**config.mk**
```make
export PLATFORM = sky130hd
export DESIGN_NAME = gpx_port
export DESIGN_NICKNAME = d
export VERILOG_FILES = /design/src/gpx_pkg.sv /design/src/gpx_evt_det.sv /design/src/gpx_port.sv
export VERILOG_INCLUDE_DIRS = /design/src /design/src/src
export SDC_FILE = /design/constraint.sdc
export NUM_CORES = 1
export LEC_CHECK = 0
export CORE_MARGIN = 1.5
export CORE_UTILIZATION = 35
export CTS_BUF_LIST = sky130_fd_sc_hd__clkbuf_8
export DETAILED_ROUTE_END_ITERATION = 12
export DONT_BUFFER_PORTS = 1
export HOLD_SLACK_MARGIN = 0.15
export PLACE_DENSITY = 0.5
export SLEW_MARGIN = 20
export SYNTH_ARGS = -nofsm -noshare
export SYNTH_HDL_FRONTEND = slang
export SYNTH_SLANG_ARGS = --single-unit
```
**constraint.sdc**
```tcl
create_clock -name sys_clk_i -period 1.3 [get_ports sys_clk_i]
set_clock_uncertainty 0.2 [all_clocks]
set_input_delay 0.065 -clock sys_clk_i [delete_from_list [all_inputs] [get_ports sys_clk_i]]
set_output_delay 0.065 -clock sys_clk_i [all_outputs]
set_load 0.01 [all_outputs]
```
**src/gpx_defs.svh**
```systemverilog
// register offsets, field positions, reset values and sensitivity codes
// of the general-purpose port; included by the port and detector modules, not by the package
`ifndef GPX_DEFS_SVH
`define GPX_DEFS_SVH

// ***************************************************************
// register offsets
// ***************************************************************
`define GPX_OFF_DATA 2'h0
`define GPX_OFF_DIR 2'h1
`define GPX_OFF_OPT 2'h2
`define GPX_OFF_SENS 2'h3

// ***************************************************************
// reset values
// ***************************************************************
`define GPX_RST_PORT 8'h00
`define GPX_RST_SENS 4'h0

// ***************************************************************
// sensitivity field: two bits per vector
// ***************************************************************
`define GPX_SENS_V0_LSB 0
`define GPX_SENS_V1_LSB 2
`define GPX_SENS_FALL_LOW 2'h0
`define GPX_SENS_RISE 2'h1
`define GPX_SENS_FALL 2'h2
`define GPX_SENS_BOTH 2'h3

`endif

```
**src/gpx_pkg.sv**
```systemverilog
// types shared by the port and its event detectors
// assumes gpx_defs.svh sits in the include path
package gpx_pkg;

    // ***************************************************************
    // software-visible configuration
    // ***************************************************************
    typedef struct packed {
        logic [7:0] data;
        logic [7:0] dir;
        logic [7:0] opt;
        logic [3:0] sens;
    } gpx_regs_t;

    // ***************************************************************
    // whole state of the port
    // ***************************************************************
    typedef struct packed {
        gpx_regs_t regs;
        logic [1:0] pend;
        logic [7:0] rdata;
    } gpx_state_t;

    // ***************************************************************
    // state of one event detector
    // ***************************************************************
    typedef struct packed {
        logic prev;
    } gpx_det_t;

endpackage

```
**src/gpx_evt_det.sv**
```systemverilog
// one pin's event detector: low level, rising, falling or both edges
// assumes a pin level synchronous to sys_clk_i
`timescale 1ns/1ps
`include "gpx_defs.svh"

module gpx_evt_det (
    input wire logic sys_clk_i,
    input wire logic sys_rst_i,
    input wire logic pin_i,
    input wire logic en_i,
    input wire logic [1:0] sens_i,
    output logic evt_o
);

    gpx_pkg::gpx_det_t s_r;
    gpx_pkg::gpx_det_t s_nxt;

    always_comb begin
        s_nxt = s_r;
        s_nxt.prev = pin_i;
    end

    always_ff @(posedge sys_clk_i or posedge sys_rst_i) begin
        if (sys_rst_i) begin
            s_r <= '0;
        end else begin
            s_r <= s_nxt;
        end
    end

    // edge history runs while disabled, so no stale edge on enable
    always_comb begin
        case (sens_i)
            `GPX_SENS_FALL_LOW: evt_o = en_i & ~pin_i;
            `GPX_SENS_RISE: evt_o = en_i & pin_i & ~s_r.prev;
            `GPX_SENS_FALL: evt_o = en_i & ~pin_i & s_r.prev;
            default: evt_o = en_i & (pin_i ^ s_r.prev);
        endcase
    end

endmodule // gpx_evt_det

```
**src/gpx_port.sv**
```systemverilog
// eight-pin general-purpose port with external interrupt detection
// assumes pins synchronous to sys_clk_i and a plain one-cycle register port
//
// Operation
// - bit n of data, direction and option serves pin n only; eight pins
// - direction 0 makes an input; data reads return the live pin
// - data writes on inputs touch only the latch, never the pin
// - direction 1 drives from the latch; data reads return the latch
// - push-pull drives 0 and 1; open-drain drives 0, releases on 1
// - standard pins: 00 float in, 01 pull-up in, 10 open-drain, 11 push-pull
// - interrupt pins with pull-up: option 1 input is pull-up with interrupt
// - interrupt pins without pull-up: option 1 input is floating with interrupt
// - each interrupt pin raises its own event, sensitivity chosen by software
// - events detected per pin, then ORed per vector
// - hidden pending latch clears on vector fetch or sensitivity change
// - request reaches cpu only in interrupt mode and cpu mask clear
// - events wake both low-power modes; those modes leave the port alone
// - an active peripheral overrides the normal pin configuration
// - a peripheral driving a pin makes it an output, push-pull or open-drain
// - peripheral inputs need input mode; pin stays readable through data
// - input pin driven by peripheral reads back the peripheral's value
// - output pin feeds the data latch to the peripheral's input
// - true open-drain pins: no option, no pull-up, no high drive
`timescale 1ns/1ps
`include "gpx_defs.svh"

module gpx_port #(
    parameter logic [7:0] IRQ_CAP = 8'h00,
    parameter logic [7:0] HAS_PULLUP = 8'hff,
    parameter logic [7:0] TRUE_OD = 8'h00,
    parameter logic [7:0] VEC_SEL = 8'h00
) (
    input wire logic sys_clk_i,
    input wire logic sys_rst_i,
    input wire logic [1:0] reg_addr_i,
    input wire logic [7:0] reg_wdata_i,
    input wire logic reg_wr_i,
    input wire logic reg_rd_i,
    output logic [7:0] reg_rdata_o,
    input wire logic [7:0] pad_in_i,
    output logic [7:0] pad_out_o,
    output logic [7:0] pad_oe_o,
    output logic [7:0] pad_pullup_o,
    input wire logic [7:0] alt_drive_i,
    input wire logic [7:0] alt_out_i,
    input wire logic [7:0] alt_od_i,
    output logic [7:0] alt_in_o,
    input wire logic cpu_irq_mask_i,
    input wire logic [1:0] irq_ack_i,
    output logic [1:0] irq_req_o,
    output logic wake_o
);

    // ***************************************************************
    // state and per-pin decode
    // ***************************************************************
    gpx_pkg::gpx_state_t s_r;
    gpx_pkg::gpx_state_t s_nxt;

    logic [7:0] irq_en;
    logic [7:0] pin_evt;
    logic [1:0] vec_evt;
    logic [1:0] sens_chg;
    logic [3:0] sens_wr;

    // push-pull only where an option bit exists
    function automatic logic [7:0] push_pull(input logic [7:0] dir, input logic [7:0] opt);
        push_pull = dir & opt & ~TRUE_OD;
    endfunction

    // value seen on a data read, bit by bit
    function automatic logic [7:0] data_view(input gpx_pkg::gpx_regs_t r,
                                             input logic [7:0] pin,
                                             input logic [7:0] aen,
                                             input logic [7:0] aout);
        data_view = (r.dir & r.data)
                  | (~r.dir & aen & aout)
                  | (~r.dir & ~aen & pin);
    endfunction

    // option 1 on an input turns the interrupt on, pull-up or floating
    assign irq_en = ~s_r.regs.dir & s_r.regs.opt & IRQ_CAP & ~TRUE_OD;

    // ***************************************************************
    // per-pin detectors
    // ***************************************************************
    for (genvar i = 0; i < 8; i++) begin : g_det
        gpx_evt_det u_det (
            .sys_clk_i(sys_clk_i),
            .sys_rst_i(sys_rst_i),
            .pin_i(pad_in_i[i]),
            .en_i(irq_en[i]),
            .sens_i(VEC_SEL[i] ? s_r.regs.sens[`GPX_SENS_V1_LSB +: 2]
                               : s_r.regs.sens[`GPX_SENS_V0_LSB +: 2]),
            .evt_o(pin_evt[i])
        );
    end

    // detect first, then OR per vector
    assign vec_evt[0] = |(pin_evt & ~VEC_SEL);
    assign vec_evt[1] = |(pin_evt & VEC_SEL);

    assign sens_wr = reg_wdata_i[3:0];
    assign sens_chg[0] = reg_wr_i && (reg_addr_i == `GPX_OFF_SENS)
                      && (sens_wr[`GPX_SENS_V0_LSB +: 2] != s_r.regs.sens[`GPX_SENS_V0_LSB +: 2]);
    assign sens_chg[1] = reg_wr_i && (reg_addr_i == `GPX_OFF_SENS)
                      && (sens_wr[`GPX_SENS_V1_LSB +: 2] != s_r.regs.sens[`GPX_SENS_V1_LSB +: 2]);

    // ***************************************************************
    // next state
    // ***************************************************************
    always_comb begin
        s_nxt = s_r;
        s_nxt.rdata = 8'h00;
        if (reg_wr_i) begin
            case (reg_addr_i)
                `GPX_OFF_DATA: s_nxt.regs.data = reg_wdata_i;
                `GPX_OFF_DIR: s_nxt.regs.dir = reg_wdata_i;
                `GPX_OFF_OPT: s_nxt.regs.opt = reg_wdata_i & ~TRUE_OD;
                `GPX_OFF_SENS: s_nxt.regs.sens = sens_wr;
                default: s_nxt.regs = s_r.regs;
            endcase
        end
        if (reg_rd_i) begin
            case (reg_addr_i)
                `GPX_OFF_DATA: s_nxt.rdata = data_view(s_r.regs, pad_in_i, alt_drive_i, alt_out_i);
                `GPX_OFF_DIR: s_nxt.rdata = s_r.regs.dir;
                `GPX_OFF_OPT: s_nxt.rdata = s_r.regs.opt;
                `GPX_OFF_SENS: s_nxt.rdata = {4'h0, s_r.regs.sens};
                default: s_nxt.rdata = 8'h00;
            endcase
        end
        // a new event beats a fetch or sensitivity change in the same cycle
        s_nxt.pend = (s_r.pend & ~(irq_ack_i | sens_chg)) | vec_evt;
    end

    always_ff @(posedge sys_clk_i or posedge sys_rst_i) begin
        if (sys_rst_i) begin
            s_r.regs.data <= `GPX_RST_PORT;
            s_r.regs.dir <= `GPX_RST_PORT;
            s_r.regs.opt <= `GPX_RST_PORT;
            s_r.regs.sens <= `GPX_RST_SENS;
            s_r.pend <= 2'h0;
            s_r.rdata <= 8'h00;
        end else begin
            s_r <= s_nxt;
        end
    end

    // ***************************************************************
    // pad drive and peripheral input
    // ***************************************************************
    // peripheral wins whenever it drives; open-drain peripherals only pull low
    always_comb begin
        pad_out_o = (alt_drive_i & alt_out_i & ~alt_od_i & ~TRUE_OD)
                  | (~alt_drive_i & push_pull(s_r.regs.dir, s_r.regs.opt) & s_r.regs.data);
        pad_oe_o = (alt_drive_i & ~(alt_od_i | TRUE_OD))
                 | (alt_drive_i & (alt_od_i | TRUE_OD) & ~alt_out_i)
                 | (~alt_drive_i & push_pull(s_r.regs.dir, s_r.regs.opt))
                 | (~alt_drive_i & s_r.regs.dir & ~push_pull(s_r.regs.dir, s_r.regs.opt)
                    & ~s_r.regs.data);
        pad_pullup_o = ~alt_drive_i & ~s_r.regs.dir & s_r.regs.opt
                     & HAS_PULLUP & ~TRUE_OD;
    end

    assign alt_in_o = (s_r.regs.dir & s_r.regs.data) | (~s_r.regs.dir & pad_in_i);

    // ***************************************************************
    // outputs to the cpu
    // ***************************************************************
    assign reg_rdata_o = s_r.rdata;
    assign irq_req_o = s_r.pend & {2{~cpu_irq_mask_i}};
    // wake ignores the cpu mask; low-power modes never touch port state
    assign wake_o = |s_r.pend;
endmodule // gpx_port

```
# [Word level (Yosys, flattened, before mapping)]
# Index checks and enable logic that the tools add are counted.
# W data, S select, Z words.
[totals] mem_bits_ro=0 memories=0 latchBits=0 ff_bits=38 output_inout_bits=43 ramBits=0
[classes] n_bitwise=36 n_lt_le_gt_ge=0 multipliers=0 n_addsub=0 div_mod_pow=0 muxes=2 shifts=0 reduce_logical=9 n_eq_ne=5
[op_table] operator="$and A8 B8 Y8" count=18
[op_table] operator="$or A8 B8 Y8" count=7
[op_table] operator="$not A8 Y8" count=6
[op_table] operator="$pmux W8 S4" count=1
[op_table] operator="$mux W8" count=1
[op_table] operator="$reduce_and A2 Y1" count=4
[op_table] operator="$and A2 B2 Y2" count=2
[op_table] operator="$eq A2 B2 Y1 const B" count=2
[op_table] operator="$ne A2 B2 Y1" count=2
[op_table] operator="$logic_and A1 B1 Y1" count=3
[op_table] operator="$eq A2 B1 Y1 const B" count=1
[op_table] operator="$logic_not A2 Y1" count=1
[op_table] operator="$not A2 Y2" count=1
[op_table] operator="$or A2 B2 Y2" count=1
[op_table] operator="$reduce_or A2 Y1" count=1
[op_table] operator="$not A1 Y1" count=1

# [Longest topological paths before layout]
[depth] depth_word=7 depth_mapped=5 ltp_nobuf=3

# [Cells and area by module]
# A second synthesis with hierarchy kept.
[unflattened] hier_cells=272 area_unflattened_um2=2865.2
[modules_own_cells] module="gpx_port" n_inst=1 cells_per_inst=216 area_each_um2=2304.7
[modules_own_cells] module="gpx_evt_det" n_inst=8 cells_per_inst=7 area_each_um2=70.1

# [Worst setup path before layout]
# Ideal clock, no wire load.
[synth_timing] path_type="input to register" start="input reg_addr_i[0]" end="register s_r[30] in the netlist's numbering" arrival_time_ns=0.907 n_path_buf=1 stages=3 slack_ns=0.068 t_required_ns=0.975 setup_ns=0.125 path_cell_list="buf_4 -> nor3b_4 -> mux2_2"
[synth_via] elab_chain_cells=2
[synth_rtl] element="start, declared" line="gpx_port.sv:35" text="input wire logic [1:0] reg_addr_i,"
[synth_rtl] element="$logic_not A2 Y1" line="gpx_port.sv:116" text="case (reg_addr_i)"
[synth_rtl] element="$reduce_and A2 Y1 (no line)"
[synth_rtl] element="end signal, assigned" line="gpx_port.sv:146" text="s_r <= s_nxt;"
[synth_rtl] element="end, declared" line="gpx_port.sv:57" text="gpx_pkg::gpx_state_t s_r;"
# No other way between the ends.
# A chain may end at the register's enable or synchronous reset.

# [Final worst setup path]
[layout_timing] start="register s_r[17] in the netlist's numbering" end="output pad_oe_o[3]"
[layout_via] elab_chain_cells=5 elab_cells_between_ends=7 classes_between="7 x bitwise"
[layout_rtl] element="$and A8 B8 Y8 (*)" line="gpx_port.sv:68" text="push_pull = dir & opt & ~TRUE_OD;"
[layout_rtl] element="$not A8 Y8" line="gpx_port.sv:160" text="| (~alt_drive_i & s_r.regs.dir & ~push_pull(s_r.regs.dir, s_r.regs.opt)"
[layout_rtl] element="$and A8 B8 Y8" line="gpx_port.sv:160"
[layout_rtl] element="$and A8 B8 Y8" line="gpx_port.sv:161" text="& ~s_r.regs.data);"
[layout_rtl] element="$or A8 B8 Y8 (*)" line="gpx_port.sv:160"
[layout_rtl] element="end, declared" line="gpx_port.sv:42" text="output logic [7:0] pad_oe_o,"
# Mark *: on every way between the ends. The rest lies on a longest branch, timed or not.

==> metrics.csv <==
stage;metric;value;unit
clocking;cts_num_sinks;38;
cells_and_area;final_core_util;0.5430;
synth;yosys_register_bits;38;
clocking;cts_buffers;5;
floorplan;die_h;83.24;um
timing;final_hold_viol_count;14;
global_route;use_met3;0.03976;
timing;setup_violations;29;
global_route;grt_max_degree;39;
route;ant_nets;0;
worst_setup_path;r2r.worst_path.cells;3;
min_path;hp-class;input port to flop;
route;vias;1963;
min_path;hold_depth;1;
clocking;clkTransAtPathRegs;70;ps
floorplan;rows;29;
power_and_ir_drop;pwr-share-seq;0.445;
cells_and_area;fill_cells;533;
synth;yosysWarnings;0;
route;drc;0;
synth;synth-seq-area-share;0.4220;
synth;syn_nets;259;
placed_design;numPortBuffers;0;
synth;synth-compound-area-share;0.1421;
synth;synth_top_area_frac;0.4220;
clocking;insertion_delay;280;ps
power_and_ir_drop;power_switching;0.001218;W
worst_setup_path;start_kind;flop;
clocking;root_buffer;clkbuf_8;
global_route;grt-ovfl-total;0;
power_and_ir_drop;pwr-share-clk;0.201;
cells_and_area;area_delta_synth_final;51.25;%
power_and_ir_drop;p_leak;1.451;nW
cells_and_area;antenna-diode-count;0;
floorplan;core;6277;um2
synth;yosys.area.top_type;dfrtp_1;
cells_and_area;drive_gt1_frac;0.4607;
global_route;grt.total_usage;0.1827;
route;drt_iter0_drc;24;
power_and_ir_drop;switching_share;0.3234;
cells_and_area;nets;329;
route;firstDrtPassIters;4;
floorplan;boundaryPins;92;
worst_setup_path;worst-path-max-fanout;5;
clocking;h-tree-depth;2;
route;wl;6476;um
run_status;violations;negative hold slack, negative setup slack;
cells_and_area;seq_area;965.9;um2
timing;maxSlewViolCount;0;
timing;timing.final.crit_period;1410;ps
worst_setup_path;arrival;1140;ps
floorplan;dieWidth;83.24;um
synth;synth_top_family_by_area;multiplexers;
route;wl_per_cell;18.14;um
worst_setup_path;worstPathRequired;1030;ps
floorplan;start_util;0.3590;
timing;hold_ws;-285.3;ps
clocking;clockBufferDepth;2;
synth;synth_cell_types;28;
route;routed_via_density;5.499;
power_and_ir_drop;comb_power_share;0.353;
power_and_ir_drop;power_density;1105;nW/um2
global_route;grt_pass1_vias;2102;
synth;syn-cell-area;2253;um2
timing;finalCritPeriodShare;1.084;
placed_design;hpwl;3587;um
power_and_ir_drop;ir_worst_vdd;452.8;uV
global_route;grt_busiest_layer;met2;
placed_design;globalplace.congestion;0.7326;
synth;synthSimpleGateAreaFrac;0.1444;
floorplan;dieArea;6929;um2
synth;ys_top_cells_by_area;dfrtp_1 (42%), mux2_2 (18%), mux2i_1 (4.4%), nand2b_1 (3.6%), a31oi_1 (3.3%);
timing;rsz0062_at_grt;yes;
synth;synthMuxAreaShare;0.2243;
synth;synth_xor_area_frac;0.01555;
timing;max_slew_margin;0.7712;
global_route;use_met2;0.3348;
run_status;status;finished with violations;
timing;tns;-1314;ps
synth;syn_inst;210;
worst_setup_path;critPathCaptureType;output port;
timing;setup_ws;-109.7;ps
run;maxCapViolations;0;
timing;worst_slew_pin_slew;343.2;ps
clocking;tritoncts;yes;
cells_and_area;multiInputGateArea;1464;um2
power_and_ir_drop;internal_power;0.002547;W
worst_setup_path;worstSetupPathType;flop to output port;
global_route;grt_pass1_wl;10100;um
synth;synth_area_per_cell;10.73;um2
global_route;grtUsageMet1;0.2114;
timing;fmax;709.4;MHz
synth;synth_fa_ha_area_frac;0;
global_route;antenna_found_initial;0;
[through the flow]
| stage | cell area (um2) | total power [W] | setup slack [ps] | cells |
|---|---|---|---|---|
| floorplan | 2253 | 0.002249 | 68.20 | 210 |
| global placement | 2302 | 0.002337 | 120.1 | 278 |
| detailed placement | 2302 | 0.002345 | 78.95 | 278 |
| CTS | 3183 | 0.003587 | -87.45 | 350 |
| global route | 3408 | 0.003992 | -163.1 | 357 |
| finish | 3408 | 0.003764 | -109.7 | 357 |
[synthesized netlist by cell type]
library cell,n
o22ai_1,8
nand2_1,10
dfrtp_1,38
nand3b_2,1
o21ai_0,6
mux2i_1,10
clkbuf_1,4
o211ai_1,4
inv_1,3
a21oi_1,10
buf_4,10
a31oi_1,12
nand3_1,9
and3_1,2
nor3b_1,10
nor2b_1,2
nand3_2,1
xnor2_1,4
o311ai_0,2
nor3b_4,1
o21a_1,2
a211o_1,4
mux2_2,36
nand2b_1,13
or2_2,1
a221oi_1,2
buf_8,1
nor2_1,4
[cell type report]
cell class | instances | area share
inverter | 3 | 0.003304
multi-input combinational | 154 | 0.4295
clock buffer | 5 | 0.02019
tap | 77 | 0.02827
timing repair buffer | 78 | 0.2331
clock inverter | 2 | 0.002203
sequential | 38 | 0.2834
[state kept, by name, indices dropped and copies added, names as in the netlist]
name and count:
s_r 30, reg_rdata_o 8
[worst paths after layout]
check / startpoint / endpoint / slack (ps)
worst max-delay path: s_r[17] / pad_oe_o[3] / -110
worst min-delay path: reg_addr_i[1] / reg_rdata_o[3] / -290
worst max register to register: s_r[28] / reg_rdata_o[6] / -30
worst min register to register: s_r[9] / s_r[9] / 350
max in group asynchronous: sys_rst_i / s_r[9] / 110
min in group asynchronous: sys_rst_i / s_r[26] / 620
[cell families (layout without fill, tap and decap cells)]
kind of cell,after synthesis,in the layout
AOI/OAI and AO/OA,50,50
xor gates and xnor gates,4,4
buffers and inverters,18,88
DFF,38,38
muxes,46,46
and+or+nand+nor,54,54
[power groups by stage]
stage / Sequential [W] / Clock, W / Combinational, W
2_1_floorplan: 0.00154 / 0 / 0.000704
3_3_place_gp: 0.00164 / 0 / 0.000696
3_5_place_dp: 0.00165 / 0 / 0.000699
4_1_cts: 0.00163 / 0.000780 / 0.00118
5_1_grt: 0.00171 / 0.000843 / 0.00144
6_report: 0.00168 / 0.000758 / 0.00133
[worst max-delay path: stages (launching register included)]
cell      delay (ps)
dfrtp_1          420
nand2b_1         160
a21oi_2           70
a31oi_2          220
[placed cells by master, fill, tap and decap left out, drive strengths merged, types with 4 or more instances in the layout]
cell type / count
a211o: 4
a21oi: 10
a31oi: 12
buf: 29
clkbuf: 6
dfrtp: 38
dlygate4sd3: 40
dlymetal6s4s: 8
inv: 5
mux2: 36
mux2i: 10
nand2: 10
nand2b: 13
nand3: 10
nor2: 4
nor3b: 11
o211ai: 4
o21ai: 6
o22ai: 8
xnor2: 4
[what timing repair did]
| action | in CTS | in global routing |
|---|---|---|
| setup endpoints to repair | 32 | 45 |
| gates resized for setup | 46 | 37 |
| buffers inserted | 20 | 3 |
| gates cloned | 0 | 1 |
| hold buffers | 45 | 4 |
| pin swaps | 10 | 17 |
| endpoints found under the hold margin | 110 | 41 |
[routing by layer]
| metal | vias to the layer above | share of wire |
|---|---|---|
| met4 | 0 | 0.0097 |
| met1 | 984 | 0.42 |
| li1 | 916 | - |
| met2 | 56 | 0.53 |
| met3 | 7 | 0.039 |
| met5 | - | 0 |
No activity file was read; power rests on OpenSTA's default activity.
